`src/design/lodpc_pkg.sv`:
```
// constants and carriers for the input-cleanup loop divider and pump control bank
package lodpc_pkg;

   // register port address and data widths, divider and pump current widths
   localparam int unsigned ADDR_W = 16;
   localparam int unsigned DATA_W = 8;
   localparam int unsigned DIV_W  = 10;
   localparam int unsigned CP_W   = 7;

   // register offsets
   localparam logic [15:0] OFS_TRANSFER       = 16'h000f;
   localparam logic [15:0] OFS_FIRST_DIV_LO   = 16'h0100;
   localparam logic [15:0] OFS_FIRST_DIV_HI   = 16'h0101;
   localparam logic [15:0] OFS_SECOND_DIV_LO  = 16'h0102;
   localparam logic [15:0] OFS_SECOND_DIV_HI  = 16'h0103;
   localparam logic [15:0] OFS_LOOP_FB_DIV_LO = 16'h0104;
   localparam logic [15:0] OFS_LOOP_FB_DIV_HI = 16'h0105;
   localparam logic [15:0] OFS_PUMP_CUR_HOLD  = 16'h0106;
   localparam logic [15:0] OFS_PUMP_MODE_AUTO = 16'h0107;
   localparam logic [15:0] OFS_RX_CTRL        = 16'h0108;

   // number of staged registers, starting at the first divider low byte
   localparam int unsigned NUM_REGS = 9;

   // writable bit masks, reserved bits clear
   localparam logic [7:0] MASK_DIV_LO   = 8'hff;
   localparam logic [7:0] MASK_DIV_HI   = 8'h03;
   localparam logic [7:0] MASK_CUR_HOLD = 8'hff;
   localparam logic [7:0] MASK_MODE     = 8'h23;
   localparam logic [7:0] MASK_RX       = 8'hfc;
   localparam logic [7:0] MASK_TRANSFER = 8'h01;

   // field positions
   localparam int unsigned BIT_TRANSFER     = 0;
   localparam int unsigned BIT_FORCE_HOLD   = 7;
   localparam int unsigned BIT_AUTO_HOLD_DIS = 5;
   localparam int unsigned BIT_FD_PD        = 7;
   localparam int unsigned BIT_SECOND_DIFF  = 6;
   localparam int unsigned BIT_FIRST_DIFF   = 5;
   localparam int unsigned BIT_SECOND_RX_EN = 4;
   localparam int unsigned BIT_FIRST_RX_EN  = 3;
   localparam int unsigned BIT_OSC_PD_CTRL  = 2;

   // pump mode codes
   localparam logic [1:0] CP_MODE_TRISTATE = 2'h0;
   localparam logic [1:0] CP_MODE_DOWN     = 2'h1;
   localparam logic [1:0] CP_MODE_UP       = 2'h2;
   localparam logic [1:0] CP_MODE_NORMAL   = 2'h3;

   // reset values
   localparam logic [7:0] RST_REG = 8'h00;
   localparam logic [9:0] RST_RATIO = 10'h001;

   // register port request
   typedef struct packed {
      logic        wr;
      logic        rd;
      logic [15:0] addr;
      logic [7:0]  wdata;
   } lodpc_req_s;

   // charge pump controls
   typedef struct packed {
      logic       force_hold;
      logic [6:0] current;
      logic       auto_hold_dis;
      logic       pump_up;
      logic       pump_down;
      logic       hiz;
   } lodpc_pump_s;

endpackage

```
`src/design/lodpc_ratio_div.sv`:
```
// programmable event divider, one output pulse every n input events
`timescale 1ns/1ps
module lodpc_ratio_div #(
   parameter int unsigned DIV_W = 10
) (
   // clock and reset
   input  wire logic             ref_clk_i,
   input  wire logic             resetn_i,
   // ratio and events
   input  wire logic [DIV_W-1:0] ratio_i,
   input  wire logic             tick_i,
   // divided output
   output logic                  pulse_o
);

   logic [DIV_W-1:0] ratio_q;
   logic [DIV_W-1:0] cnt_q;

   // codes zero and one both mean divide by one
   function automatic logic [DIV_W-1:0] eff_ratio(input logic [DIV_W-1:0] r);
      eff_ratio = (r < DIV_W'(2)) ? DIV_W'(1) : r;
   endfunction

   // count input events, wrap at ratio, take new ratio only at wrap
   always_ff @(posedge ref_clk_i or negedge resetn_i) begin
      if (!resetn_i) begin
         cnt_q   <= '0;
         ratio_q <= DIV_W'(1);
         pulse_o <= 1'b0;
      end else begin
         pulse_o <= 1'b0;
         if (tick_i) begin
            if (cnt_q >= ratio_q - DIV_W'(1)) begin
               cnt_q   <= '0;
               pulse_o <= 1'b1;
               ratio_q <= eff_ratio(ratio_i);
            end else begin
               cnt_q <= cnt_q + DIV_W'(1);
            end
         end
      end
   end

endmodule // lodpc_ratio_div

```
`src/design/lodpc_top.sv`:
```
// register bank and dividers of the input-cleanup loop
//
// Summary of operation
// - first reference divider is ten bits: low byte 0x0100, bits [1:0] of 0x0101.
// - second reference divider is ten bits: low byte 0x0102, bits [1:0] of 0x0103.
// - loop feedback divider is ten bits: low byte 0x0104, bits [1:0] of 0x0105.
// - dividers cover 1 to 1023; codes zero and one both divide by one.
// - bit 7 of 0x0106 forces holdover and puts pump output in high impedance.
// - bits [6:0] of 0x0106 set pump current, about 0.5 uA a step.
// - bit 5 of 0x0107 set disables automatic holdover; clear keeps it enabled.
// - bits [1:0] of 0x0107: 00 tristate default, 01 down, 10 up, 11 normal.
// - bit 7 of 0x0108 enables frequency detector power-down; resets to zero.
// - bit 6 of 0x0108 selects differential second reference input; resets clear.
// - bit 5 of 0x0108 selects differential first reference input; resets clear.
// - bit 4 of 0x0108 enables second reference receiver; powered down at reset.
// - bit 3 of 0x0108 enables first reference receiver; powered down at reset.
// - bit 2 of 0x0108 enables software power-down control of oscillator receivers.
// - with that bit clear, the reset state, both oscillator receivers stay enabled.
// - writing one to transfer strobe moves staged values to active; bit self-clears.
`timescale 1ns/1ps
module lodpc_top #(
   parameter int unsigned DIV_W = lodpc_pkg::DIV_W
) (
   // clock and reset
   input  wire logic                ref_clk_i,
   input  wire logic                resetn_i,
   // serial control port register access
   input  wire lodpc_pkg::lodpc_req_s req_i,
   output logic [7:0]               rdata_o,
   output logic                     rvalid_o,
   // reference and feedback clock pins
   input  wire logic                first_reference_input_i,
   input  wire logic                second_reference_input_i,
   input  wire logic                loop_feedback_input_i,
   // divided outputs
   output logic                     first_reference_divider_o,
   output logic                     second_reference_divider_o,
   output logic                     loop_feedback_divider_o,
   // active ratios
   output logic [DIV_W-1:0]         first_ratio_o,
   output logic [DIV_W-1:0]         second_ratio_o,
   output logic [DIV_W-1:0]         loop_fb_ratio_o,
   // charge pump controls
   output lodpc_pkg::lodpc_pump_s   pump_o,
   // receiver controls
   output logic                     freq_det_pd_en_o,
   output logic                     second_ref_diff_o,
   output logic                     first_ref_diff_o,
   output logic                     second_ref_rx_en_o,
   output logic                     first_ref_rx_en_o,
   output logic                     osc_pd_ctrl_en_o,
   output logic                     osc_rx_force_on_o
);

   localparam int unsigned NREG = lodpc_pkg::NUM_REGS;
   localparam int unsigned NDIV = 3;

   // bank slots, offset less the first divider low byte
   localparam int unsigned S_FIRST_LO  = 0;
   localparam int unsigned S_FIRST_HI  = 1;
   localparam int unsigned S_SECOND_LO = 2;
   localparam int unsigned S_SECOND_HI = 3;
   localparam int unsigned S_LOOP_LO   = 4;
   localparam int unsigned S_LOOP_HI   = 5;
   localparam int unsigned S_PUMP_CUR  = 6;
   localparam int unsigned S_PUMP_MODE = 7;
   localparam int unsigned S_RX        = 8;

   // staged and active register copies
   logic [7:0] stage_q [NREG];
   logic [7:0] act_q   [NREG];
   logic       transfer_q;

   // request decode
   logic       wr_bank;
   logic       rd_bank;
   logic       wr_xfer;
   logic       rd_xfer;
   logic [3:0] slot;

   // active fields by name
   logic       force_hold_a;
   logic [6:0] pump_cur_a;
   logic       auto_hold_dis_a;
   logic [1:0] pump_mode_a;
   logic [7:0] rx_ctrl_a;

   // pin synchronisers and edge detect
   logic [NDIV-1:0] pin_raw;
   logic [NDIV-1:0] sync1_q;
   logic [NDIV-1:0] sync2_q;
   logic [NDIV-1:0] prev_q;
   logic [NDIV-1:0] tick;
   logic [NDIV-1:0] rx_gate;
   logic [NDIV-1:0] div_pulse;
   logic [DIV_W-1:0] ratio [NDIV];

   // address decode shared by writes and reads
   function automatic logic in_bank(input logic [15:0] a);
      in_bank = (a >= lodpc_pkg::OFS_FIRST_DIV_LO) && (a <= lodpc_pkg::OFS_RX_CTRL);
   endfunction

   function automatic logic [3:0] bank_idx(input logic [15:0] a);
      logic [15:0] d;
      d = a - lodpc_pkg::OFS_FIRST_DIV_LO;
      bank_idx = d[3:0];
   endfunction

   // writable bits per offset, reserved bits masked
   function automatic logic [7:0] wmask(input logic [15:0] a);
      case (a)
         lodpc_pkg::OFS_FIRST_DIV_LO:   wmask = lodpc_pkg::MASK_DIV_LO;
         lodpc_pkg::OFS_FIRST_DIV_HI:   wmask = lodpc_pkg::MASK_DIV_HI;
         lodpc_pkg::OFS_SECOND_DIV_LO:  wmask = lodpc_pkg::MASK_DIV_LO;
         lodpc_pkg::OFS_SECOND_DIV_HI:  wmask = lodpc_pkg::MASK_DIV_HI;
         lodpc_pkg::OFS_LOOP_FB_DIV_LO: wmask = lodpc_pkg::MASK_DIV_LO;
         lodpc_pkg::OFS_LOOP_FB_DIV_HI: wmask = lodpc_pkg::MASK_DIV_HI;
         lodpc_pkg::OFS_PUMP_CUR_HOLD:  wmask = lodpc_pkg::MASK_CUR_HOLD;
         lodpc_pkg::OFS_PUMP_MODE_AUTO: wmask = lodpc_pkg::MASK_MODE;
         lodpc_pkg::OFS_RX_CTRL:        wmask = lodpc_pkg::MASK_RX;
         lodpc_pkg::OFS_TRANSFER:       wmask = lodpc_pkg::MASK_TRANSFER;
         default:                       wmask = 8'h00;
      endcase
   endfunction

   // ten bit ratio from a low byte and the two low bits of the high byte
   function automatic logic [DIV_W-1:0] ratio_of(input logic [7:0] lo, input logic [7:0] hi);
      ratio_of = DIV_W'({hi[1:0], lo});
   endfunction

   // request decode shared by staging, strobe and read
   assign slot    = bank_idx(req_i.addr);
   assign wr_bank = req_i.wr && in_bank(req_i.addr);
   assign rd_bank = req_i.rd && in_bank(req_i.addr);
   assign wr_xfer = req_i.wr && (req_i.addr == lodpc_pkg::OFS_TRANSFER) && req_i.wdata[lodpc_pkg::BIT_TRANSFER];
   assign rd_xfer = req_i.rd && (req_i.addr == lodpc_pkg::OFS_TRANSFER);

   // staged registers take masked writes
   always_ff @(posedge ref_clk_i or negedge resetn_i) begin
      if (!resetn_i) begin
         for (int i = 0; i < NREG; i++) begin
            stage_q[i] <= lodpc_pkg::RST_REG;
         end
      end else if (wr_bank) begin
         stage_q[slot] <= req_i.wdata & wmask(req_i.addr);
      end
   end

   // transfer strobe, a new write of one wins over the self-clear
   always_ff @(posedge ref_clk_i or negedge resetn_i) begin
      if (!resetn_i) begin
         transfer_q <= 1'b0;
      end else if (wr_xfer) begin
         transfer_q <= 1'b1;
      end else begin
         transfer_q <= 1'b0;
      end
   end

   // active registers loaded from staged copies on transfer
   always_ff @(posedge ref_clk_i or negedge resetn_i) begin
      if (!resetn_i) begin
         for (int i = 0; i < NREG; i++) begin
            act_q[i] <= lodpc_pkg::RST_REG;
         end
      end else if (transfer_q) begin
         for (int i = 0; i < NREG; i++) begin
            act_q[i] <= stage_q[i];
         end
      end
   end

   // read answer strobe, one cycle after each read
   always_ff @(posedge ref_clk_i or negedge resetn_i) begin
      if (!resetn_i) begin
         rvalid_o <= 1'b0;
      end else begin
         rvalid_o <= req_i.rd;
      end
   end

   // read data, staged values and strobe state, zero when idle
   always_ff @(posedge ref_clk_i or negedge resetn_i) begin
      if (!resetn_i) begin
         rdata_o <= 8'h00;
      end else if (!req_i.rd) begin
         rdata_o <= 8'h00;
      end else if (rd_bank) begin
         rdata_o <= stage_q[slot] & wmask(req_i.addr);
      end else if (rd_xfer) begin
         rdata_o <= {7'h00, transfer_q};
      end else begin
         rdata_o <= 8'h00;
      end
   end

   // ten bit ratios from low byte and two upper bits
   assign ratio[0] = ratio_of(act_q[S_FIRST_LO], act_q[S_FIRST_HI]);
   assign ratio[1] = ratio_of(act_q[S_SECOND_LO], act_q[S_SECOND_HI]);
   assign ratio[2] = ratio_of(act_q[S_LOOP_LO], act_q[S_LOOP_HI]);

   // active fields of the pump and receiver slots
   assign force_hold_a    = act_q[S_PUMP_CUR][lodpc_pkg::BIT_FORCE_HOLD];
   assign pump_cur_a      = act_q[S_PUMP_CUR][6:0];
   assign auto_hold_dis_a = act_q[S_PUMP_MODE][lodpc_pkg::BIT_AUTO_HOLD_DIS];
   assign pump_mode_a     = act_q[S_PUMP_MODE][1:0];
   assign rx_ctrl_a       = act_q[S_RX];

   // ratio outputs
   always_ff @(posedge ref_clk_i or negedge resetn_i) begin
      if (!resetn_i) begin
         first_ratio_o   <= '0;
         second_ratio_o  <= '0;
         loop_fb_ratio_o <= '0;
      end else begin
         first_ratio_o   <= ratio[0];
         second_ratio_o  <= ratio[1];
         loop_fb_ratio_o <= ratio[2];
      end
   end

   // charge pump controls
   always_ff @(posedge ref_clk_i or negedge resetn_i) begin
      if (!resetn_i) begin
         pump_o.force_hold    <= 1'b0;
         pump_o.current       <= 7'h00;
         pump_o.auto_hold_dis <= 1'b0;
         pump_o.hiz           <= 1'b1;
         pump_o.pump_up       <= 1'b0;
         pump_o.pump_down     <= 1'b0;
      end else begin
         pump_o.force_hold    <= force_hold_a;
         pump_o.current       <= pump_cur_a;
         pump_o.auto_hold_dis <= auto_hold_dis_a;
         // forced holdover overrides the mode field
         if (force_hold_a) begin
            pump_o.hiz       <= 1'b1;
            pump_o.pump_up   <= 1'b0;
            pump_o.pump_down <= 1'b0;
         end else begin
            case (pump_mode_a)
               lodpc_pkg::CP_MODE_TRISTATE: begin
                  pump_o.hiz       <= 1'b1;
                  pump_o.pump_up   <= 1'b0;
                  pump_o.pump_down <= 1'b0;
               end
               lodpc_pkg::CP_MODE_DOWN: begin
                  pump_o.hiz       <= 1'b0;
                  pump_o.pump_up   <= 1'b0;
                  pump_o.pump_down <= 1'b1;
               end
               lodpc_pkg::CP_MODE_UP: begin
                  pump_o.hiz       <= 1'b0;
                  pump_o.pump_up   <= 1'b1;
                  pump_o.pump_down <= 1'b0;
               end
               lodpc_pkg::CP_MODE_NORMAL: begin
                  pump_o.hiz       <= 1'b0;
                  pump_o.pump_up   <= 1'b1;
                  pump_o.pump_down <= 1'b1;
               end
               default: begin
                  pump_o.hiz       <= 1'b1;
                  pump_o.pump_up   <= 1'b0;
                  pump_o.pump_down <= 1'b0;
               end
            endcase
         end
      end
   end

   // input receiver controls
   always_ff @(posedge ref_clk_i or negedge resetn_i) begin
      if (!resetn_i) begin
         freq_det_pd_en_o   <= 1'b0;
         second_ref_diff_o  <= 1'b0;
         first_ref_diff_o   <= 1'b0;
         second_ref_rx_en_o <= 1'b0;
         first_ref_rx_en_o  <= 1'b0;
         osc_pd_ctrl_en_o   <= 1'b0;
         osc_rx_force_on_o  <= 1'b1;
      end else begin
         freq_det_pd_en_o   <= rx_ctrl_a[lodpc_pkg::BIT_FD_PD];
         second_ref_diff_o  <= rx_ctrl_a[lodpc_pkg::BIT_SECOND_DIFF];
         first_ref_diff_o   <= rx_ctrl_a[lodpc_pkg::BIT_FIRST_DIFF];
         second_ref_rx_en_o <= rx_ctrl_a[lodpc_pkg::BIT_SECOND_RX_EN];
         first_ref_rx_en_o  <= rx_ctrl_a[lodpc_pkg::BIT_FIRST_RX_EN];
         osc_pd_ctrl_en_o   <= rx_ctrl_a[lodpc_pkg::BIT_OSC_PD_CTRL];
         osc_rx_force_on_o  <= ~rx_ctrl_a[lodpc_pkg::BIT_OSC_PD_CTRL];
      end
   end

   // powered-down receivers pass no edges
   assign pin_raw = {loop_feedback_input_i, second_reference_input_i, first_reference_input_i};
   assign rx_gate = {1'b1,
                     rx_ctrl_a[lodpc_pkg::BIT_SECOND_RX_EN],
                     rx_ctrl_a[lodpc_pkg::BIT_FIRST_RX_EN]};

   // two-flop synchronisers, edge detect on the second stage only
   always_ff @(posedge ref_clk_i or negedge resetn_i) begin
      if (!resetn_i) begin
         sync1_q <= '0;
         sync2_q <= '0;
         prev_q  <= '0;
      end else begin
         sync1_q <= pin_raw;
         sync2_q <= sync1_q;
         prev_q  <= sync2_q;
      end
   end

   // rising edge of each synchronised pin, the two reference pins gated by their receivers
   assign tick = sync2_q & ~prev_q & rx_gate;

   // one divider per input
   for (genvar g = 0; g < NDIV; g++) begin : g_div
      lodpc_ratio_div #(
         .DIV_W (DIV_W)
      ) u_div (
         .ref_clk_i (ref_clk_i),
         .resetn_i  (resetn_i),
         .ratio_i   (ratio[g]),
         .tick_i    (tick[g]),
         .pulse_o   (div_pulse[g])
      );
   end

   // divided pulse outputs
   always_ff @(posedge ref_clk_i or negedge resetn_i) begin
      if (!resetn_i) begin
         first_reference_divider_o  <= 1'b0;
         second_reference_divider_o <= 1'b0;
         loop_feedback_divider_o    <= 1'b0;
      end else begin
         first_reference_divider_o  <= div_pulse[0];
         second_reference_divider_o <= div_pulse[1];
         loop_feedback_divider_o    <= div_pulse[2];
      end
   end

endmodule // lodpc_top

```
`config.mk`:
```
export PLATFORM = sky130hd
export DESIGN_NAME = lodpc_top
export DESIGN_NICKNAME = d
export VERILOG_FILES = /design/src/design/lodpc_pkg.sv /design/src/design/lodpc_ratio_div.sv /design/src/design/lodpc_top.sv
export SDC_FILE = /design/constraint.sdc
export NUM_CORES = 1
export LEC_CHECK = 0
export ABC_CLOCK_PERIOD_IN_PS = 4500
export BUFFER_PORTS_ARGS = -buffer_cell sky130_fd_sc_hd__buf_2
export CAP_MARGIN = 0
export CORE_UTILIZATION = 30
export DETAILED_ROUTE_END_ITERATION = 10
export SYNTH_ARGS = -nofsm -noshare
export SYNTH_HDL_FRONTEND = slang
export SYNTH_SLANG_ARGS = --single-unit
```
`constraint.sdc`:
```
create_clock -name ref_clk_i -period 4.5 [get_ports ref_clk_i]
set_input_delay 0.9 -clock ref_clk_i [delete_from_list [all_inputs] [get_ports ref_clk_i]]
set_output_delay 0.9 -clock ref_clk_i [all_outputs]
set_load 0.01 [all_outputs]
```
==> results of run 1 <==
## registers in the layout (all words and copies together), names as in the netlist, 8 cells and up
| register | flops |
|---|---|
| second_ratio_o | 10 |
| stage_q | 71 |
| g_div.u_div.cnt_q | 30 |
| g_div.u_div.ratio_q | 30 |
| first_ratio_o | 10 |
| pump_o | 12 |
| act_q | 41 |
| loop_fb_ratio_o | 10 |
| rdata_o | 8 |
## kinds of logic after synthesis
logic type               count (synthesis)  synth area share, %
buffers and inverters                   52                 2.31
AO/OA/AOI/OAI                          122                 6.61
AND/OR/NAND/NOR                        280                 13.0
flip-flops                             252                 59.2
multiplexers                            96                 11.7
adder cells (fa/ha/maj)                 36                 4.22
XOR/XNOR                                35                 2.87
## routing by layer
| layer | track usage, % | part of all wire [%] | vias up |
|---|---|---|---|
| li1 | - | - | 3249 |
| met1 | 18.9 | 49 | 3311 |
| met2 | 19.3 | 43 | 159 |
| met3 | 2.47 | 4.9 | 49 |
| met4 | 4.09 | 3.1 | 6 |
| met5 | 0 | 0.18 | - |
## where the power goes
group / leakage (nW) / switching [mW] / internal [mW] / total, mW
Sequential: 3.46 / 0.0261 / 2.29 / 2.31
Combinational: 2.27 / 0.0949 / 0.0475 / 0.142
Clock: 0.401 / 0.873 / 1.24 / 2.11
## critical path, cell delays in order (launching register included)
cell	delay (ns)
dfrtp_1	0.40
or3_1	0.41
or3_1	0.34
nor2_1	0.13
nand2_1	0.08
xor2_1	0.14
ha_1	0.28
a21oi_1	0.13
o21ai_0	0.13
a21oi_2	0.35
nand2b_1	0.43
inv_1	0.20
mux2_2	0.30
## cell usage in the layout (no fill, tap or decap), types with 3 or more instances in the layout
| master | count |
|---|---|
| nor3_1 | 30 |
| a31oi_1 | 4 |
| mux2_2 | 71 |
| nand2_2 | 3 |
| dfrtp_1 | 246 |
| nand2_1 | 96 |
| mux2i_1 | 7 |
| dfstp_2 | 5 |
| nand4_1 | 7 |
| buf_2 | 90 |
| mux4_2 | 16 |
| o22ai_1 | 6 |
| ha_1 | 36 |
| clkbuf_1 | 4 |
| nand3b_1 | 3 |
| o21ai_2 | 7 |
| nand2b_1 | 12 |
| xor2_1 | 20 |
| buf_4 | 4 |
| nor4_1 | 5 |
| clkbuf_16 | 27 |
| and2_1 | 13 |
| o21ai_1 | 8 |
| a211oi_1 | 5 |
| clkinv_2 | 3 |
| inv_1 | 23 |
| xnor2_1 | 15 |
| nor2b_1 | 16 |
| and3_1 | 7 |
| nor2_1 | 37 |
| or3_1 | 6 |
| a21o_1 | 4 |
| clkinvlp_4 | 4 |
| a21oi_1 | 30 |
| o21ai_0 | 48 |
| nand3_1 | 35 |
## how the worst max path moves through the flow
stage,from,end,slack (ns),depth (start not counted)
after detailed placement,g_div[0].u_div.ratio_q[4],g_div[0].u_div.ratio_q[1],1.03,12
after floorplan,g_div[1].u_div.ratio_q[3],g_div[1].u_div.ratio_q[3],1.24,12
after global routing,g_div[0].u_div.ratio_q[4],g_div[0].u_div.ratio_q[1],0.75,12
final,g_div[0].u_div.ratio_q[4],g_div[0].u_div.ratio_q[1],1.06,12
after CTS,g_div[0].u_div.ratio_q[4],g_div[0].u_div.ratio_q[1],1.03,12
after global placement,g_div[0].u_div.ratio_q[4],g_div[0].u_div.ratio_q[1],1.09,12
## layout make-up
type / count / area share, %
multi-input cells: 569 / 33.0
repair buffers: 96 / 4.15
clock inverters: 11 / 0.986
well taps: 455 / 4.58
inverters: 23 / 0.694
flip-flops and latches: 252 / 50.8
clock buffers: 33 / 5.78
diodes: 1 / 0.0201
## through the flow
step | cell area, µm² | cells | power [mW] | util (%)
after global routing | 12400 | 1440 | 4.75 | 35.7
after global placement | 11600 | 1395 | 2.50 | 33.3
after detailed placement | 11600 | 1395 | 2.50 | 33.3
after CTS | 12400 | 1439 | 4.63 | 35.7
final | 12400 | 1440 | 4.57 | 35.7
after floorplan | 10700 | 873 | 2.42 | -
==> flow_metrics.env, run 1 <==
export IMPL_cp_arrival_ns=3.85
export IMPL_synth_common_cells="247 x dfrtp_1, 96 x nand2_1, 71 x mux2_2, 48 x o21ai_0, 37 x nor2_1"
export IMPL_hold_path_cell_count=0
export IMPL_async_reset_ff_share_pct=100
export IMPL_rr_worst_depth=12
export IMPL_finalSetupViolCount=0
export IMPL_period_share_pct=76.4
export IMPL_drv_slew=0
export IMPL_synth_warning_count=0
export IMPL_start_util_pct=30.6
export IMPL_grt_overflow_total=0
export IMPL_hold_viol_final=0
export IMPL_fin_ws_ns=1.06
export IMPL_required_ns=4.91
export IMPL_worstHoldStart="g_div[2].u_div.pulse_o"
export IMPL_synth_cells=873
export IMPL_drt_iter0_drc=423
export IMPL_dp_hpwl_um=16200
export IMPL_peakVddDrop_uv=342
export IMPL_post_cts_setup_buffers=0
export IMPL_startpoint_type="flip-flop"
export IMPL_finalCriticalPeriod_ns=3.44
export IMPL_grt_max_degree=89
export IMPL_finalSetupTns_ns=0
export IMPL_antenna_found_initial=5
export IMPL_vias_per_cell=4.70
export IMPL_worst_slew_pin_slew_ns=1.14
export IMPL_synth_most_common_cell="dfrtp_1"
export IMPL_ys_flop_type="dfrtp_1"
export IMPL_grt_pass1_vias=6666
export IMPL_drive_gt1_share_pct=25.2
export IMPL_synth_top_cell_by_area="dfrtp_1"
export IMPL_cap_viol_max_count=0
export IMPL_cts_tree="done"
export IMPL_synth_area_leaders="dfrtp_1 58%, mux2_2 7.5%, ha_1 4.2%, mux4_2 3.4%, nand2_1 3.4%"
export IMPL_clk_path_buf_depth=3
export IMPL_pre_cts_ws_ns=1.03
export IMPL_syn_to_final_growth_pct=16.6
export IMPL_die_area_um2=36300
export IMPL_hold_class="reg2reg"
export IMPL_drt_total_wl_um=23100
export IMPL_clockRootBuffer="clkbuf_16"
export IMPL_die_h_um=191
export IMPL_grtUsageTotal_pct=13.0
export IMPL_criticalPathCategory="reg2reg"
export IMPL_clock_latency_ns=0.53
export IMPL_timing_fmax_mhz=291
export IMPL_yosysSeqAreaShare_pct=59.2
export IMPL_gp_congestion=0.844
export IMPL_pwr_density_cell_nw_per_um2=368
export IMPL_row_count=68
export IMPL_status="finished, final reports clean"
export IMPL_firstDrtPassIters=5
export IMPL_fp_dieW_um=191
export IMPL_syn_area_per_cell_um2=12.2
export IMPL_final_antenna_net_count=0
export IMPL_multi_input_area_um2=4100
export IMPL_synth_nets=940
export IMPL_nNetsFinal=1035
export IMPL_grt_pass1_wl_um=37300
export IMPL_cts_sinks=252
export IMPL_cts_buffers=26
export IMPL_path_max_fanout=10
export IMPL_synth_top_area_share_pct=58.0
export IMPL_cts_resized=0
export IMPL_total_leakage_power_nw=6.12
export IMPL_timing_rr_end="g_div[0].u_div.ratio_q[1]"
export IMPL_ys_ff_latch=252
export IMPL_worstSetupEndpointType="flip-flop"
export IMPL_rsz0062_at_grt="false"
export IMPL_coreArea_um2=34800
export IMPL_regToRegSetupSlack_ns=1.06
export IMPL_clkTransAtPathRegs_ns=0.06
export IMPL_hold_end="loop_feedback_divider_o"
export IMPL_ios=92
export IMPL_drc=0
export IMPL_fill_cells=3386
export IMPL_io_buffers=91
export IMPL_reg2reg_from="g_div[0].u_div.ratio_q[4]"
export IMPL_skew_ns=0.0131
export IMPL_routedWlPerCell_um=16.0
export IMPL_ctsHtreeMaxLevel=1
export IMPL_register_area_um2=6310
export IMPL_synth_area_um2=10700
export IMPL_synth_edf_count=0
export IMPL_holdWs_ns=0.347
export IMPL_vias=6774
export IMPL_slew_headroom_pct=24.1
export IMPL_synth_distinct_cells=52
export IMPL_cts_hold_repair_buffers=0
(Power assumes the default switching activity.)
==> inputs of run 2 (changes only) <==
ABC_CLOCK_PERIOD_IN_PS = 3470   (was 4500)
clock period = 3.47 ns   (was 4.5 ns; I/O delays follow)
==> flow_metrics.env, run 2 (synthesis results as in run 1) <==
export IMPL_largest_reg_flops=71
export IMPL_slowest_delay_ns=0.42
export IMPL_finalSetupViolCount=0
export IMPL_drive_gt1_share_pct=26.3
export IMPL_cts_tree="done"
export IMPL_routedWlPerCell_um=16.1
export IMPL_row_count=68
export IMPL_hold_viol_final=0
export IMPL_p_sw_share_pct=21.4
export IMPL_internal_power_mw=4.79
export IMPL_final_common_cell="dfrtp_1"
export IMPL_clkTransAtPathRegs_ns=0.06
export IMPL_gp_congestion=0.796
export IMPL_grtUsageTotal_pct=13.2
export IMPL_ios=92
export IMPL_critPathTopFamily="simple AND/OR/NAND/NOR gates"
export IMPL_worst_slew_pin_slew_ns=1.09
export IMPL_cts_sinks=252
export IMPL_io_buffers=91
export IMPL_dp_hpwl_um=16500
export IMPL_syn_to_final_growth_pct=18.0
export IMPL_criticalPathCategory="reg2reg"
export IMPL_hold_class="in2async"
export IMPL_drt_total_wl_um=23500
export IMPL_skew_ns=0.00770
export IMPL_grt_pass1_vias=6802
export IMPL_path_max_fanout=13
export IMPL_fin_cells=1454
export IMPL_critPathSlowestCell="or3_1"
export IMPL_grt_max_degree=77
export IMPL_fp_dieW_um=191
export IMPL_final_antenna_net_count=0
export IMPL_grt_pass1_wl_um=38000
export IMPL_finalSetupTns_ns=0
export IMPL_cts_hold_repair_buffers=0
export IMPL_clockRootBuffer="clkbuf_16"
export IMPL_cp_cell_sequence="or3_1 > or3_1 > nor3_2 > nand2_1 > xor2_1 > ha_1 > nand2_1 > nor3_1 > a21oi_2 > nor2_1 > buf_12 > mux2_2"
export IMPL_period_share_pct=92.5
export IMPL_dpl_cell_area_um2=11700
export IMPL_p_seq_share_pct=49.3
export IMPL_peakVddDrop_uv=324
export IMPL_firstDrtPassIters=4
export IMPL_drv_slew=0
export IMPL_clock_latency_ns=0.53
export IMPL_final_cell_area_um2=12600
export IMPL_holdWs_ns=0.140
export IMPL_final_cell_mix="246 x dfrtp_1, 96 x nand2_1, 90 x buf_2"
export IMPL_worstSetupEndpointType="flip-flop"
export IMPL_finalCriticalPeriod_ns=3.21
export IMPL_p_sw_mw=1.30
export IMPL_die_h_um=191
export IMPL_dp_cells=1404
export IMPL_vias=6810
export IMPL_top_regs="stage_q (71), act_q (41)"
export IMPL_coreArea_um2=34800
export IMPL_ctsHtreeMaxLevel=1
export IMPL_drt_iter0_drc=327
export IMPL_slew_headroom_pct=27.5
export IMPL_grt_overflow_total=0
export IMPL_total_leakage_power_nw=6.22
export IMPL_status="finished, final reports clean"
export IMPL_required_ns=3.88
export IMPL_drc=0
export IMPL_crit_buf_inv=1
export IMPL_post_cts_setup_buffers=0
export IMPL_timing_fmax_mhz=311
export IMPL_cap_viol_max_count=0
export IMPL_pwr_density_cell_nw_per_um2=484
export IMPL_comb_power_share_pct=3.1
export IMPL_p_clk_share_pct=47.6
export IMPL_regMostFlops="stage_q"
export IMPL_antenna_found_initial=3
export IMPL_cp_arrival_ns=3.62
export IMPL_startpoint_type="flip-flop"
export IMPL_die_area_um2=36300
export IMPL_clk_path_buf_depth=3
export IMPL_vias_per_cell=4.68
export IMPL_start_util_pct=30.6
export IMPL_nNetsFinal=1045
export IMPL_rsz0062_at_grt="false"
export IMPL_cts_buffers=27
-- run 2: layer usage --
metal	share of wire, %	vias up	wire length (µm)	track usage, %
met4	2.8	4	653	3.97
met3	4.2	47	995	2.30
met5	0.11	-	25	0
met2	44	127	10400	20.2
met1	49	3351	11400	19.0
li1	-	3281	-	-
-- run 2: worst reg2reg max path, stage by stage (launching register included) --
cell and delay (ns):
dfrtp_1 0.41, or3_1 0.42, or3_1 0.37, nor3_2 0.18
nand2_1 0.09, xor2_1 0.15, ha_1 0.29, nand2_1 0.07
nor3_1 0.30, a21oi_2 0.11, nor2_1 0.18, buf_12 0.18
mux2_2 0.33
-- run 2: area by class of cell --
type	instances	area (µm²)
clock inverters	12	141
multi-input cells	569	4110
diodes	1	2.50
fillers	3373	22200
inverters	23	86.3
well taps	455	569
flip-flops and latches	252	6310
clock buffers	37	763
repair buffers	105	596
-- run 2: power groups by stage --
stage | logic [mW] | registers, mW | clock network [mW]
final | 0.188 | 3.00 | 2.90
after global routing | 0.219 | 3.01 | 3.10
after CTS | 0.196 | 3.00 | 3.00
after detailed placement | 0.197 | 3.06 | 0
after global placement | 0.191 | 3.05 | 0
after floorplan | 0.0873 | 3.05 | 0
-- run 2: final timing paths --
check	from	end	slack (ns)	cells past startpoint
hold / removal	resetn_i	pump_o[5]	0.14	1
min in group ref_clk_i	second_reference_input_i	sync1_q[1]	0.28	1
setup / recovery	g_div[1].u_div.ratio_q[3]	g_div[1].u_div.ratio_q[7]	0.26	12
hold reg to reg	g_div[2].u_div.pulse_o	loop_feedback_divider_o	0.35	0
setup reg to reg	g_div[1].u_div.ratio_q[3]	g_div[1].u_div.ratio_q[7]	0.26	12
max in group asynchronous	resetn_i	g_div[2].u_div.ratio_q[0]	2.42	2
-- run 2: per-stage QoR --
stage | utilization [%] | power [mW] | setup slack, ns
detailed placement | 33.5 | 3.25 | 0.209
floorplan | - | 3.13 | 0.214
global route | 36.2 | 6.33 | 0.0817
finish | 36.2 | 6.09 | 0.259
CTS | 36.1 | 6.20 | 0.184
global placement | 33.5 | 3.25 | 0.267
-- run 2: what timing repair did --
item,in CTS,in global routing
hold endpoints to repair,0,0
resized for setup,0,1
setup endpoints to repair,0,9
